$ cat src/logic/droop_monitor_pkg.sv
// Constants, field layout and types for the supply droop monitor.
// Assumes a single 200 MHz core clock and an AXI4-Lite register bus.
`default_nettype none

package droop_monitor_pkg;

  // ---------------------------------------------------------------
  // Bus
  // ---------------------------------------------------------------
  localparam int          ADDR_W      = 8;
  localparam int          DATA_W      = 32;
  localparam int          STRB_W      = DATA_W / 8;
  localparam logic [ADDR_W-1:0] CTRL_OFFSET = 8'h00;
  localparam logic [ADDR_W-1:0] FLAG_OFFSET = 8'h04;
  localparam logic [1:0]  RESP_OKAY   = 2'h0;
  localparam logic [1:0]  RESP_SLVERR = 2'h2;
  localparam int          UPPER_LANE  = 1;

  // ---------------------------------------------------------------
  // Control register fields (16 bits, upper bits read zero)
  // ---------------------------------------------------------------
  localparam int          REF_STABLE_BIT = 13;
  localparam int          ENABLE_BIT     = 12;
  localparam int          LEVEL_MSB      = 11;
  localparam int          LEVEL_LSB      = 8;
  localparam int          LEVEL_W        = LEVEL_MSB - LEVEL_LSB + 1;
  localparam logic [LEVEL_W-1:0] LEVEL_RESET = 4'h5;
  localparam logic [LEVEL_W-1:0] LEVEL_EXT   = 4'hF;
  localparam int          TAP_COUNT      = 15;
  localparam logic        ENABLE_RESET   = 1'h0;

  // ---------------------------------------------------------------
  // Flag register fields
  // ---------------------------------------------------------------
  localparam int          FLAG_BIT       = 10;

  // ---------------------------------------------------------------
  // Synchroniser layout
  // ---------------------------------------------------------------
  localparam int          SYNC_W         = TAP_COUNT + 2;
  localparam int          SYNC_EXT_BIT   = TAP_COUNT;
  localparam int          SYNC_REF_BIT   = TAP_COUNT + 1;

  typedef enum logic [1:0] {SEL_CTRL, SEL_FLAG, SEL_NONE} reg_sel_t;

  // Word decode shared by read and write paths
  function automatic reg_sel_t decode_reg(input logic [ADDR_W-1:0] addr);
    reg_sel_t sel;
    sel = SEL_NONE;
    if (addr[ADDR_W-1:2] == CTRL_OFFSET[ADDR_W-1:2])
      sel = SEL_CTRL;
    else if (addr[ADDR_W-1:2] == FLAG_OFFSET[ADDR_W-1:2])
      sel = SEL_FLAG;
    return sel;
  endfunction

  // Comparator result of the selected source
  function automatic logic pick_source(input logic [LEVEL_W-1:0]   level,
                                       input logic [TAP_COUNT-1:0] taps,
                                       input logic                 ext);
    logic res;
    res = ext;
    if (level != LEVEL_EXT)
      res = taps[level];
    return res;
  endfunction

endpackage : droop_monitor_pkg

`default_nettype wire

$ cat src/logic/supply_droop_monitor.sv
// Supply droop monitor control: AXI4-Lite registers, source select, flag.
// Assumes analog comparators outside, one per tap plus external pin.
`default_nettype none

module supply_droop_monitor (
  input  wire logic                                    core_clk,
  input  wire logic                                    arst_n,
  input  wire logic [droop_monitor_pkg::ADDR_W-1:0]    awaddr,
  input  wire logic                                    awvalid,
  output var  logic                                    awready,
  input  wire logic [droop_monitor_pkg::DATA_W-1:0]    wdata,
  input  wire logic [droop_monitor_pkg::STRB_W-1:0]    wstrb,
  input  wire logic                                    wvalid,
  output var  logic                                    wready,
  output var  logic [1:0]                              bresp,
  output var  logic                                    bvalid,
  input  wire logic                                    bready,
  input  wire logic [droop_monitor_pkg::ADDR_W-1:0]    araddr,
  input  wire logic                                    arvalid,
  output var  logic                                    arready,
  output var  logic [droop_monitor_pkg::DATA_W-1:0]    rdata,
  output var  logic [1:0]                              rresp,
  output var  logic                                    rvalid,
  input  wire logic                                    rready,
  input  wire logic [droop_monitor_pkg::TAP_COUNT-1:0] tap_below_ref_async,
  input  wire logic                                    external_sense_below_async,
  input  wire logic                                    reference_stable_async,
  output var  logic                                    monitor_power_en,
  output var  logic [droop_monitor_pkg::LEVEL_W-1:0]   tap_select,
  output var  logic                                    droop_irq_flag
);

  import droop_monitor_pkg::*;

  // ---------------------------------------------------------------
  // Declarations
  // ---------------------------------------------------------------
  logic [SYNC_W-1:0]    sync_q;
  logic [TAP_COUNT-1:0] tap_below;
  logic                 ext_below;
  logic                 reference_stable;
  logic                 sel_below;
  logic                 aw_got_ff;
  logic                 w_got_ff;
  logic [ADDR_W-1:0]    aw_addr_ff;
  logic [DATA_W-1:0]    w_data_ff;
  logic [STRB_W-1:0]    w_strb_ff;
  logic                 aw_fire;
  logic                 w_fire;
  logic                 ar_fire;
  logic                 have_aw;
  logic                 have_w;
  logic                 do_write;
  logic [ADDR_W-1:0]    wr_addr;
  logic [DATA_W-1:0]    wr_data;
  logic [STRB_W-1:0]    wr_strb;
  reg_sel_t             wr_sel;
  logic                 ctrl_wr;
  logic                 flag_clear;
  logic                 flag_set;
  logic                 nxt_aw_got;
  logic                 nxt_w_got;
  logic                 nxt_bvalid;
  logic                 nxt_rvalid;
  logic [DATA_W-1:0]    nxt_rdata;
  logic                 first_cycle_ff;

  // ---------------------------------------------------------------
  // Input synchronisers
  // ---------------------------------------------------------------
  sync_two_stage #(
    .W (SYNC_W)
  ) u_sync (
    .core_clk (core_clk),
    .arst_n   (arst_n),
    .async_in ({reference_stable_async, external_sense_below_async, tap_below_ref_async}),
    .sync_out (sync_q)
  );

  assign tap_below        = sync_q[TAP_COUNT-1:0];
  assign ext_below        = sync_q[SYNC_EXT_BIT];
  assign reference_stable = sync_q[SYNC_REF_BIT];

  // ---------------------------------------------------------------
  // Source select
  // ---------------------------------------------------------------
  assign sel_below = pick_source(tap_select, tap_below, ext_below);

  // ---------------------------------------------------------------
  // Write channel handshake
  // ---------------------------------------------------------------
  assign aw_fire  = awvalid && awready;
  assign w_fire   = wvalid && wready;
  assign have_aw  = aw_got_ff || aw_fire;
  assign have_w   = w_got_ff || w_fire;
  assign do_write = have_aw && have_w;
  assign wr_addr  = aw_got_ff ? aw_addr_ff : awaddr;
  assign wr_data  = w_got_ff ? w_data_ff : wdata;
  assign wr_strb  = w_got_ff ? w_strb_ff : wstrb;
  assign wr_sel   = decode_reg(wr_addr);

  assign nxt_aw_got = have_aw && !do_write;
  assign nxt_w_got  = have_w && !do_write;
  assign nxt_bvalid = do_write || (bvalid && !bready);

  always_ff @(posedge core_clk or negedge arst_n)
  begin
    if (!arst_n)
    begin
      aw_got_ff <= 1'b0;
      w_got_ff  <= 1'b0;
      awready   <= 1'b0;
      wready    <= 1'b0;
      bvalid    <= 1'b0;
      bresp     <= RESP_OKAY;
    end
    else
    begin
      aw_got_ff <= nxt_aw_got;
      w_got_ff  <= nxt_w_got;
      awready   <= !nxt_aw_got && !nxt_bvalid;
      wready    <= !nxt_w_got && !nxt_bvalid;
      bvalid    <= nxt_bvalid;
      if (do_write)
        bresp <= (wr_sel == SEL_NONE) ? RESP_SLVERR : RESP_OKAY;
    end
  end

  always_ff @(posedge core_clk or negedge arst_n)
  begin
    if (!arst_n)
    begin
      aw_addr_ff <= '0;
      w_data_ff  <= '0;
      w_strb_ff  <= '0;
    end
    else
    begin
      if (aw_fire)
        aw_addr_ff <= awaddr;
      if (w_fire)
      begin
        w_data_ff <= wdata;
        w_strb_ff <= wstrb;
      end
    end
  end

  // ---------------------------------------------------------------
  // Control register
  // ---------------------------------------------------------------
  assign ctrl_wr = do_write && (wr_sel == SEL_CTRL) && wr_strb[UPPER_LANE];

  always_ff @(posedge core_clk or negedge arst_n)
  begin
    if (!arst_n)
    begin
      monitor_power_en <= ENABLE_RESET;
      tap_select       <= LEVEL_RESET;
    end
    else if (ctrl_wr)
    begin
      monitor_power_en <= wr_data[ENABLE_BIT];
      tap_select       <= wr_data[LEVEL_MSB:LEVEL_LSB];
    end
  end

  // ---------------------------------------------------------------
  // Droop flag
  // ---------------------------------------------------------------
  // Writing zero to the flag bit clears it; a new detection wins
  assign flag_clear = do_write && (wr_sel == SEL_FLAG) && wr_strb[UPPER_LANE]
                      && !wr_data[FLAG_BIT];
  // Gated only by monitor_power_en, no other power-mode gating
  assign flag_set   = monitor_power_en && sel_below;

  always_ff @(posedge core_clk or negedge arst_n)
  begin
    if (!arst_n)
      droop_irq_flag <= 1'b0;
    else
      droop_irq_flag <= flag_set || (droop_irq_flag && !flag_clear);
  end

  // ---------------------------------------------------------------
  // Read channel
  // ---------------------------------------------------------------
  assign ar_fire    = arvalid && arready;
  assign nxt_rvalid = ar_fire || (rvalid && !rready);

  always_comb
  begin
    nxt_rdata = '0;
    case (decode_reg(araddr))
      SEL_CTRL:
      begin
        nxt_rdata[REF_STABLE_BIT]      = reference_stable;
        nxt_rdata[ENABLE_BIT]          = monitor_power_en;
        nxt_rdata[LEVEL_MSB:LEVEL_LSB] = tap_select;
      end
      SEL_FLAG:
        nxt_rdata[FLAG_BIT] = droop_irq_flag;
      default:
        nxt_rdata = '0;
    endcase
  end

  always_ff @(posedge core_clk or negedge arst_n)
  begin
    if (!arst_n)
    begin
      arready <= 1'b0;
      rvalid  <= 1'b0;
      rdata   <= '0;
      rresp   <= RESP_OKAY;
    end
    else
    begin
      arready <= !nxt_rvalid;
      rvalid  <= nxt_rvalid;
      if (ar_fire)
      begin
        rdata <= nxt_rdata;
        rresp <= (decode_reg(araddr) == SEL_NONE) ? RESP_SLVERR : RESP_OKAY;
      end
    end
  end

  // ---------------------------------------------------------------
  // Assertions
  // ---------------------------------------------------------------
  always_ff @(posedge core_clk or negedge arst_n)
  begin
    if (!arst_n)
      first_cycle_ff <= 1'b1;
    else
      first_cycle_ff <= 1'b0;
  end

  property p_flag_set;
    @(posedge core_clk) disable iff (!arst_n)
    (monitor_power_en && sel_below) |=> droop_irq_flag;
  endproperty
  a_flag_set: assert property (p_flag_set) else $error("flag not set on droop");

  property p_enable_write;
    @(posedge core_clk) disable iff (!arst_n)
    ctrl_wr |=> (monitor_power_en == $past(wr_data[ENABLE_BIT]));
  endproperty
  a_enable_write: assert property (p_enable_write) else $error("enable not written");

  property p_level_write;
    @(posedge core_clk) disable iff (!arst_n)
    ctrl_wr |=> (tap_select == $past(wr_data[LEVEL_MSB:LEVEL_LSB]));
  endproperty
  a_level_write: assert property (p_level_write) else $error("level not written");

  property p_ext_source;
    @(posedge core_clk) disable iff (!arst_n)
    (monitor_power_en && tap_select == LEVEL_EXT && ext_below) |=> droop_irq_flag;
  endproperty
  a_ext_source: assert property (p_ext_source) else $error("external source ignored");

  property p_tap_source;
    @(posedge core_clk) disable iff (!arst_n)
    (monitor_power_en && tap_select != LEVEL_EXT && tap_below[tap_select]) |=> droop_irq_flag;
  endproperty
  a_tap_source: assert property (p_tap_source) else $error("internal tap ignored");

  property p_reset_level;
    @(posedge core_clk) disable iff (!arst_n)
    first_cycle_ff |-> (tap_select == LEVEL_RESET && !monitor_power_en && !droop_irq_flag);
  endproperty
  a_reset_level: assert property (p_reset_level) else $error("bad reset values");

  property p_stable_read;
    @(posedge core_clk) disable iff (!arst_n)
    (ar_fire && decode_reg(araddr) == SEL_CTRL) |=> (rvalid && rdata[REF_STABLE_BIT] == $past(reference_stable));
  endproperty
  a_stable_read: assert property (p_stable_read) else $error("stable bit misread");

  property p_flag_hold;
    @(posedge core_clk) disable iff (!arst_n)
    (droop_irq_flag && !flag_clear) |=> droop_irq_flag;
  endproperty
  a_flag_hold: assert property (p_flag_hold) else $error("flag dropped without clear");

  property p_flag_needs_enable;
    @(posedge core_clk) disable iff (!arst_n)
    $rose(droop_irq_flag) |-> ($past(monitor_power_en) && $past(sel_below));
  endproperty
  a_flag_needs_enable: assert property (p_flag_needs_enable) else $error("flag set while disabled");

  // Response one cycle after both halves are in, channels closed meanwhile
  property p_write_answer;
    @(posedge core_clk) disable iff (!arst_n)
    do_write |=> (bvalid && !awready && !wready);
  endproperty
  a_write_answer: assert property (p_write_answer) else $error("write answer wrong");

  property p_resp_stands;
    @(posedge core_clk) disable iff (!arst_n)
    (bvalid && !bready) |=> (bvalid && $stable(bresp));
  endproperty
  a_resp_stands: assert property (p_resp_stands) else $error("write response dropped");

  property p_read_answer;
    @(posedge core_clk) disable iff (!arst_n)
    ar_fire |=> (rvalid && !arready);
  endproperty
  a_read_answer: assert property (p_read_answer) else $error("read answer wrong");

endmodule // supply_droop_monitor

`default_nettype wire

$ cat src/logic/sync_two_stage.sv
// Two flip-flop synchroniser for a bundle of independent levels.
// Assumes each bit is a slow level from outside the core clock domain.
`default_nettype none

module sync_two_stage #(
  parameter int W = 1
) (
  input  wire logic         core_clk,
  input  wire logic         arst_n,
  input  wire logic [W-1:0] async_in,
  output var  logic [W-1:0] sync_out
);

  logic [W-1:0] meta_ff;

  always_ff @(posedge core_clk or negedge arst_n)
  begin
    if (!arst_n)
    begin
      meta_ff  <= '0;
      sync_out <= '0;
    end
    else
    begin
      meta_ff  <= async_in;
      sync_out <= meta_ff;
    end
  end

endmodule // sync_two_stage

`default_nettype wire

$ cat config.mk
export PLATFORM = sky130hd
export DESIGN_NAME = supply_droop_monitor
export DESIGN_NICKNAME = d
export VERILOG_FILES = /design/src/logic/droop_monitor_pkg.sv /design/src/logic/supply_droop_monitor.sv /design/src/logic/sync_two_stage.sv
export SDC_FILE = /design/constraint.sdc
export NUM_CORES = 1
export LEC_CHECK = 0
export BUFFER_PORTS_ARGS = -buffer_cell sky130_fd_sc_hd__buf_4
export CAP_MARGIN = 10
export CORE_ASPECT_RATIO = 1.5
export CORE_MARGIN = 2
export CORE_UTILIZATION = 46
export DETAILED_ROUTE_END_ITERATION = 10
export PLACE_DENSITY = 0.89
export SKIP_CTS_REPAIR_TIMING = 1
export SLEW_MARGIN = 5
export SYNTH_ARGS = -nofsm -noshare
export SYNTH_HDL_FRONTEND = slang
export SYNTH_HIERARCHICAL = 1
export SYNTH_SLANG_ARGS = --single-unit
$ cat constraint.sdc
create_clock -name core_clk -period 2 [get_ports core_clk]
set_input_delay 0.5 -clock core_clk [delete_from_list [all_inputs] [get_ports core_clk]]
set_output_delay 0.5 -clock core_clk [all_outputs]
set_load 0.05 [all_outputs]
==> qor.yml, run 1 <==
detailed_routing:
  viasPerCell: 4.76
  first_iter_violations: 51
  antenna_left: 0
  drc: 0
  wl_mm: 4.20
  drt-wirelength-per-cell_um: 12.8
  dr_total_vias: 1556
  drtPass1Iterations: 4
sta:
  rsz0062_at_grt: "false"
  fin_crit_sh_pct: 86.5
  fmax_ghz: 0.578
  finalSetupViolCount: 0
  clock_skew_ns: 0.00845
  hold_viol_final: 0
  slew_viol_final: 0
  setup_tns_ns: 0
  min_period_ns: 1.73
worst_setup_path:
  crit_type: "reg -> out"
  start_kind: "flop"
  required_ns: 1.50
  end_kind: "primary output"
  crit_start: "tap_select[1]"
  reg2regPathDepth: 4
  worst_ep_arrival_time_ns: 1.23
  critPathMaxFanout: 6
  r2r-start: "aw_got_ff"
  cp-endpoint: "tap_select[1]"
  r2r-end: "monitor_power_en"
  r2r_slack_ns: 0.36
status:
  status: "completed"
floorplanning:
  io_pins: 123
  die_h_um: 95.9
  start_util_pct: 47.5
  chipWidth_um: 65.2
  core_area_sq_mm: 0.00545
  die_area_sq_mm: 0.00625
  fp-row-count: 33
finish:
  syn2layout_area_growth_pct: 23.6
  nFillCells: 475
  drive_gt1_share_pct: 42.8
  diodes: 0
  nets: 328
logic_synthesis:
  synth_top_area_share_pct: 62.9
  synthesis.area_sq_mm: 0.00259
  netlist_instances: 181
  syn_avg_cell_area_sq_um: 14.3
  async_flop_share_pct: 100
  yosysWarnings: 6
  synthDistinctLibCells: 29
  synth_area_leaders: "dfrtp_1, buf_4, mux2_2"
  synth_seq_area_share_pct: 64.9
  synth-seq-cells: 67
  synth-edff-count: 0
  synth_common_cells: "dfrtp_1, buf_4, mux2_2"
  synth_most_common_cell: "dfrtp_1"
  synthFlopType: "dfrtp_1"
  yosysTopAreaCell: "dfrtp_1"
power:
  ir_drop_mv: 0.581
  p_switching_mw: 1.37
  p_int_mw: 2.60
  p_comb_share_pct: 29.8
  p_per_area_mw_per_mm2: 1240
  p_total_mw: 3.97
  power.share.clock_pct: 24.0
  seq_power_share_pct: 46.2
  leakagePower_nw: 1.54
  switching_share_pct: 34.4
flow_run:
  cap_violations: 0
clocking:
  root_buffer: "clkbuf_8"
  cts_buffers: 9
  clk_pin_slew_ns: 0.07
  clockBufferDepth: 2
  clk_latency_ns: 0.34
  h-tree-depth: 3
  tritoncts: "done"
  cts_sinks: 67
placed_design:
  hpwl_mm: 3.18
  io_buffers: 60
  gp_congestion: 0.771
grt:
  grt_max_degree: 39
  grt_pass1_vias: 1544
  grt_pass1_wl_mm: 6.91
  grt_use_total_pct: 15.1
  overflow: 0
  antenna_found_initial: 0
min_path:
  hp-class: "in -> async"
==> how the worst min path moves through the flow <==
stage | from | end | slack, ns
6_report | arst_n | wready | 0.12
5_1_grt | arst_n | aw_addr_ff[2] | 0.14
4_1_cts | arst_n | bresp[1] | 0.12
3_5_place_dp | u_sync/meta_ff[1] | u_sync/sync_out[1] | 0.33
3_3_place_gp | u_sync/meta_ff[2] | u_sync/sync_out[2] | 0.33
2_1_floorplan | arst_n | arready | 0.20
==> logic make-up (layout without fill, tap and decap cells) <==
group                  after synthesis  count (layout)  synth area share [%]
flip-flops                          67              67                  64.9
multiplexers                        33              33                  14.7
other                                1              28                 0.145
AO/OA/AOI/OAI                       18              18                  5.17
AND/OR/NAND/NOR                     26              26                  5.32
buffers and inverters               36              85                  9.77
==> critical path, cell delays in order, from the launching register on <==
cell,delay [ns]
dfrtp_1,0.51
buf_4,0.20
buf_4,0.19
==> metrics by stage <==
step	hold slack [ns]	cell area, sq um	cells	utilization [%]	setup WS [ns]
floorplan	0.204	2690	208	-	0.264
global placement	0.333	3030	311	55.5	0.184
detailed placement	0.335	3030	311	55.5	0.143
CTS	0.124	3200	327	58.7	0.221
global route	0.144	3200	327	58.7	0.211
finish	0.119	3200	327	58.7	0.270
==> area by class of cell <==
class	count	area (sq um)	share of cell area, %
multi-input combinational	105	757	23.7
tap	70	87.6	2.74
clock inverter	4	26.3	0.822
sequential	67	1680	52.5
inverter	4	15.0	0.469
timing repair buffer	65	488	15.3
clock buffer	12	145	4.54
==> sequential cells by signal (all words and copies together), names as in the netlist <==
signal / flops
aw_got_ff: 1
awready: 1
u_sync/meta_ff: 17
tap_select: 4
rresp: 1
rdata: 6
bvalid: 1
wready: 1
monitor_power_en: 1
droop_irq_flag: 1
w_got_ff: 1
w_data_ff: 5
rvalid: 1
arready: 1
w_strb_ff: 1
aw_addr_ff: 6
bresp: 1
u_sync/sync_out: 17
==> power by group through the flow <==
stage	registers (mW)	clock network, mW	logic, mW
finish	1.83	0.951	1.18
global route	1.87	1.05	1.26
CTS	1.84	0.986	1.19
detailed placement	1.86	0	1.19
global placement	1.85	0	1.16
floorplan	2.05	0	0.670
==> layout by cell type (no fill, tap or decap) <==
master	netlist	layout
nor2_1	8	8
a21oi_1	3	3
nor4b_1	1	1
o31ai_1	1	1
buf_4	31	65
inv_1	4	4
nor4_1	1	1
nor2_4	1	1
clkinv_2	0	2
nand2_1	6	6
mux2i_1	11	11
o21ai_0	4	4
clkbuf_8	0	10
mux2_2	20	20
a22o_2	5	5
nand2b_1	2	2
nand4_1	1	1
mux4_2	2	2
or4_1	1	1
o311ai_0	1	1
clkbuf_1	0	2
clkinvlp_4	0	1
conb_1	1	28
clkinv_4	0	1
a21boi_0	1	1
a22o_1	2	2
or3_4	1	1
nor3_1	1	1
dfstp_2	2	2
dfrtp_1	65	65
nor2b_1	1	1
o21bai_1	1	1
nand3_1	2	2
==> layer usage <==
layer	global-route usage, %	up-vias	share of wire, %
met5	0	-	0
met4	10.8	0	4.3
met3	3.86	15	6.1
met2	25.7	60	55
met1	16.3	776	35
li1	-	705	-
No activity file was read; power rests on OpenSTA's default activity.
==> run 2: changes to the inputs <==
Settings changed: PLACE_DENSITY 0.89 to 0.9, SYNTH_HIERARCHICAL 1 to unset.
==> run 2 against run 1 <==
Net effect: flip-flop and latch count unchanged; via count down 4.0%; sequential share of layout area up 0.082 points; register-to-register slack about the same; critical path depth down 1; clock power up 2.4%; wire length up 0.29%; utilization down 0.092 points; non-clock buffer count down 1; worst hold slack worse by 0.037 ns; clock skew down 0.0011 ns; critical path type unchanged; largest cell class unchanged; largest power group unchanged.
==> qor.yml, run 2 <==
logic_synthesis:
  synth-edff-count: 0  # unchanged
  synthesis.area_sq_mm: 0.00258  # -0.44%
  synth_top_area_share_pct: 63.1  # +0.27 points
  synth_most_common_cell: "dfrtp_1"
  yosysWarnings: 0  # -6
  async_flop_share_pct: 100  # unchanged
  synth_area_leaders: "dfrtp_1, mux2_2, buf_4"
  netlist_instances: 180  # -0.55%
  yosysTopAreaCell: "dfrtp_1"
  syn_avg_cell_area_sq_um: 14.3  # +0.12%
  synth_common_cells: "dfrtp_1, buf_4, mux2_2"
  synthFlopType: "dfrtp_1"
  synth_seq_area_share_pct: 65.2  # +0.28 points
  synth-seq-cells: 67  # unchanged
  synthDistinctLibCells: 29  # unchanged
worst_setup_path:
  r2r-start: "tap_select[1]"
  slowest_stage: "dfrtp_1"
  path_buf_inv: 1  # -1
  cp-endpoint: "tap_select[1]"
  required_ns: 1.50  # about the same
  r2r_slack_ns: 0.35  # about the same
  critPathMaxFanout: 13  # +7
  max_stage_delay_ns: 0.67  # +0.16 ns
  worst_ep_arrival_time_ns: 1.29  # +0.06 ns
  reg2regPathDepth: 4  # unchanged
  crit_type: "reg -> out"
  cpLargestDelayFamily: "flip-flops"
  end_kind: "primary output"
  start_kind: "flop"
  crit_start: "tap_select[1]"
  crit_cells: 1  # -1
  crit_chain: "buf_4"
  r2r-end: "droop_irq_flag"
floorplanning:
  chipWidth_um: 65.1  # -0.20%
  start_util_pct: 47.3  # -0.21 points
  core_area_sq_mm: 0.00545  # unchanged
  die_h_um: 95.7  # -0.21%
  io_pins: 123  # unchanged
  die_area_sq_mm: 0.00623  # -0.41%
  fp-row-count: 33  # unchanged
clocking:
  tritoncts: "done"
  clk_latency_ns: 0.32  # -0.02 ns
  root_buffer: "clkbuf_8"
  h-tree-depth: 3  # unchanged
  clockBufferDepth: 2  # unchanged
  cts_buffers: 9  # unchanged
  cts_sinks: 67  # unchanged
  clk_pin_slew_ns: 0.07  # about the same
sta:
  hold_viol_final: 0  # unchanged
  min_period_ns: 1.79  # +0.0623 ns
  setup_tns_ns: 0  # unchanged
  finalSetupViolCount: 0  # unchanged
  clock_skew_ns: 0.00739  # -0.00106 ns
  finalWorstSetupSlack_ns: 0.208  # -0.0623 ns
  whs_ns: 0.0818  # -0.0371 ns
  rsz0062_at_grt: "false"
  slew_viol_final: 0  # unchanged
  fmax_ghz: 0.558  # -3.5%
  max-slew-margin-rel_pct: 65.3
  fin_crit_sh_pct: 89.6  # +3.1 points
  max_slew.worst_pin.slew_ns: 0.521
detailed_routing:
  dr_total_vias: 1494  # -4.0%
  first_iter_violations: 48  # -5.9%
  viasPerCell: 4.58  # -3.7%
  drt-wirelength-per-cell_um: 12.9  # +0.59%
  drc: 0  # unchanged
  wl_mm: 4.21  # +0.29%
  antenna_left: 0  # unchanged
  drtPass1Iterations: 4  # unchanged
finish:
  top_regs: "u_sync.meta_ff x17, u_sync.sync_out x17"
  layout_commonest_cell: "dfrtp_1"
  nets: 327  # -0.30%
  multi_input_area_sq_um: 751  # -0.83%
  drive_gt1_share_pct: 41.0  # -1.8 points
  syn2layout_area_growth_pct: 23.9
  diodes: 0  # unchanged
  nFillCells: 456  # -4.0%
  mostFrequentLayoutCells: "dfrtp_1, buf_4, conb_1"
  seq_area_sq_mm: 0.00168  # unchanged
placed_design:
  gp_congestion: 0.733  # -4.9%
  io_buffers: 60  # unchanged
  hpwl_mm: 3.21  # +0.88%
  place_ws_ns: 0.146  # +0.00226 ns
status:
  status: "completed"
power:
  p_total_mw: 3.98  # +0.42%
  leakagePower_nw: 1.53  # -0.40%
  ir_drop_mv: 0.569  # -2.1%
  p_per_area_mw_per_mm2: 1250  # +0.58%
grt:
  grt_pass1_wl_mm: 6.64  # -4.0%
  antenna_found_initial: 0  # unchanged
  overflow: 0  # unchanged
  grt_use_total_pct: 14.8  # -0.34 points
  grt_max_degree: 31  # -21%
  grt_pass1_vias: 1478  # -4.3%
min_path:
  hp-class: "in -> async"
flow_run:
  cap_violations: 0  # unchanged
==> run 2: routing by layer <==
layer | vias to the layer above | global-route usage (%) | share of wire (%)
li1 | 703 | - | -
met2 | 56 | 25.3 | 56
met1 | 728 | 15.6 | 36
met4 | 0 | 9.55 | 2.8
met3 | 7 | 4.84 | 5.3
met5 | - | 0 | 0
==> run 2: area by class of cell <==
cell class / instances / share of cell area [%]
inverters: 4 / 0.470
clock buffers: 12 / 4.86
flip-flops and latches: 67 / 52.6
well taps: 70 / 2.74
multi-input cells: 105 / 23.5
repair buffers: 64 / 15.0
clock inverters: 4 / 0.784
==> run 2: stage by stage <==
| stage | instance area [sq um] | std cells | util, % |
|---|---|---|---|
| 6_report | 3190 | 326 | 58.6 |
| 5_1_grt | 3190 | 326 | 58.6 |
| 4_1_cts | 3190 | 326 | 58.6 |
| 3_5_place_dp | 3010 | 310 | 55.3 |
| 3_3_place_gp | 3010 | 310 | 55.3 |
| 2_1_floorplan | 2680 | 207 | - |
==> run 2: cells by family (layout without fill, tap and decap cells) <==
family,count (synthesis),in the layout,synth area share [%]
DFF,67,67,65.2
buffers and inverters,35,84,9.62
muxes,33,33,14.8
and+or+nand+nor,26,26,5.34
AOI/OAI and AO/OA,18,18,4.95
other,1,28,0.146
==> run 2: worst min path at each step <==
stage	startpoint	endpoint	slack, ns	cells past startpoint
after detailed placement	u_sync.meta_ff[4]	u_sync.sync_out[4]	0.33	0
after CTS	arst_n	u_sync.meta_ff[12]	0.08	1
after floorplan	arst_n	arready	0.20	0
after global placement	u_sync.meta_ff[4]	u_sync.sync_out[4]	0.33	0
after global routing	arst_n	u_sync.meta_ff[12]	0.1	1
final	arst_n	u_sync.meta_ff[12]	0.08	1
==> run 2: power breakdown <==
part | total [mW] | internal [mW] | switching (mW)
combinational | 1.17 | 0.487 | 0.682
sequential | 1.84 | 1.63 | 0.214
clock | 0.974 | 0.513 | 0.461
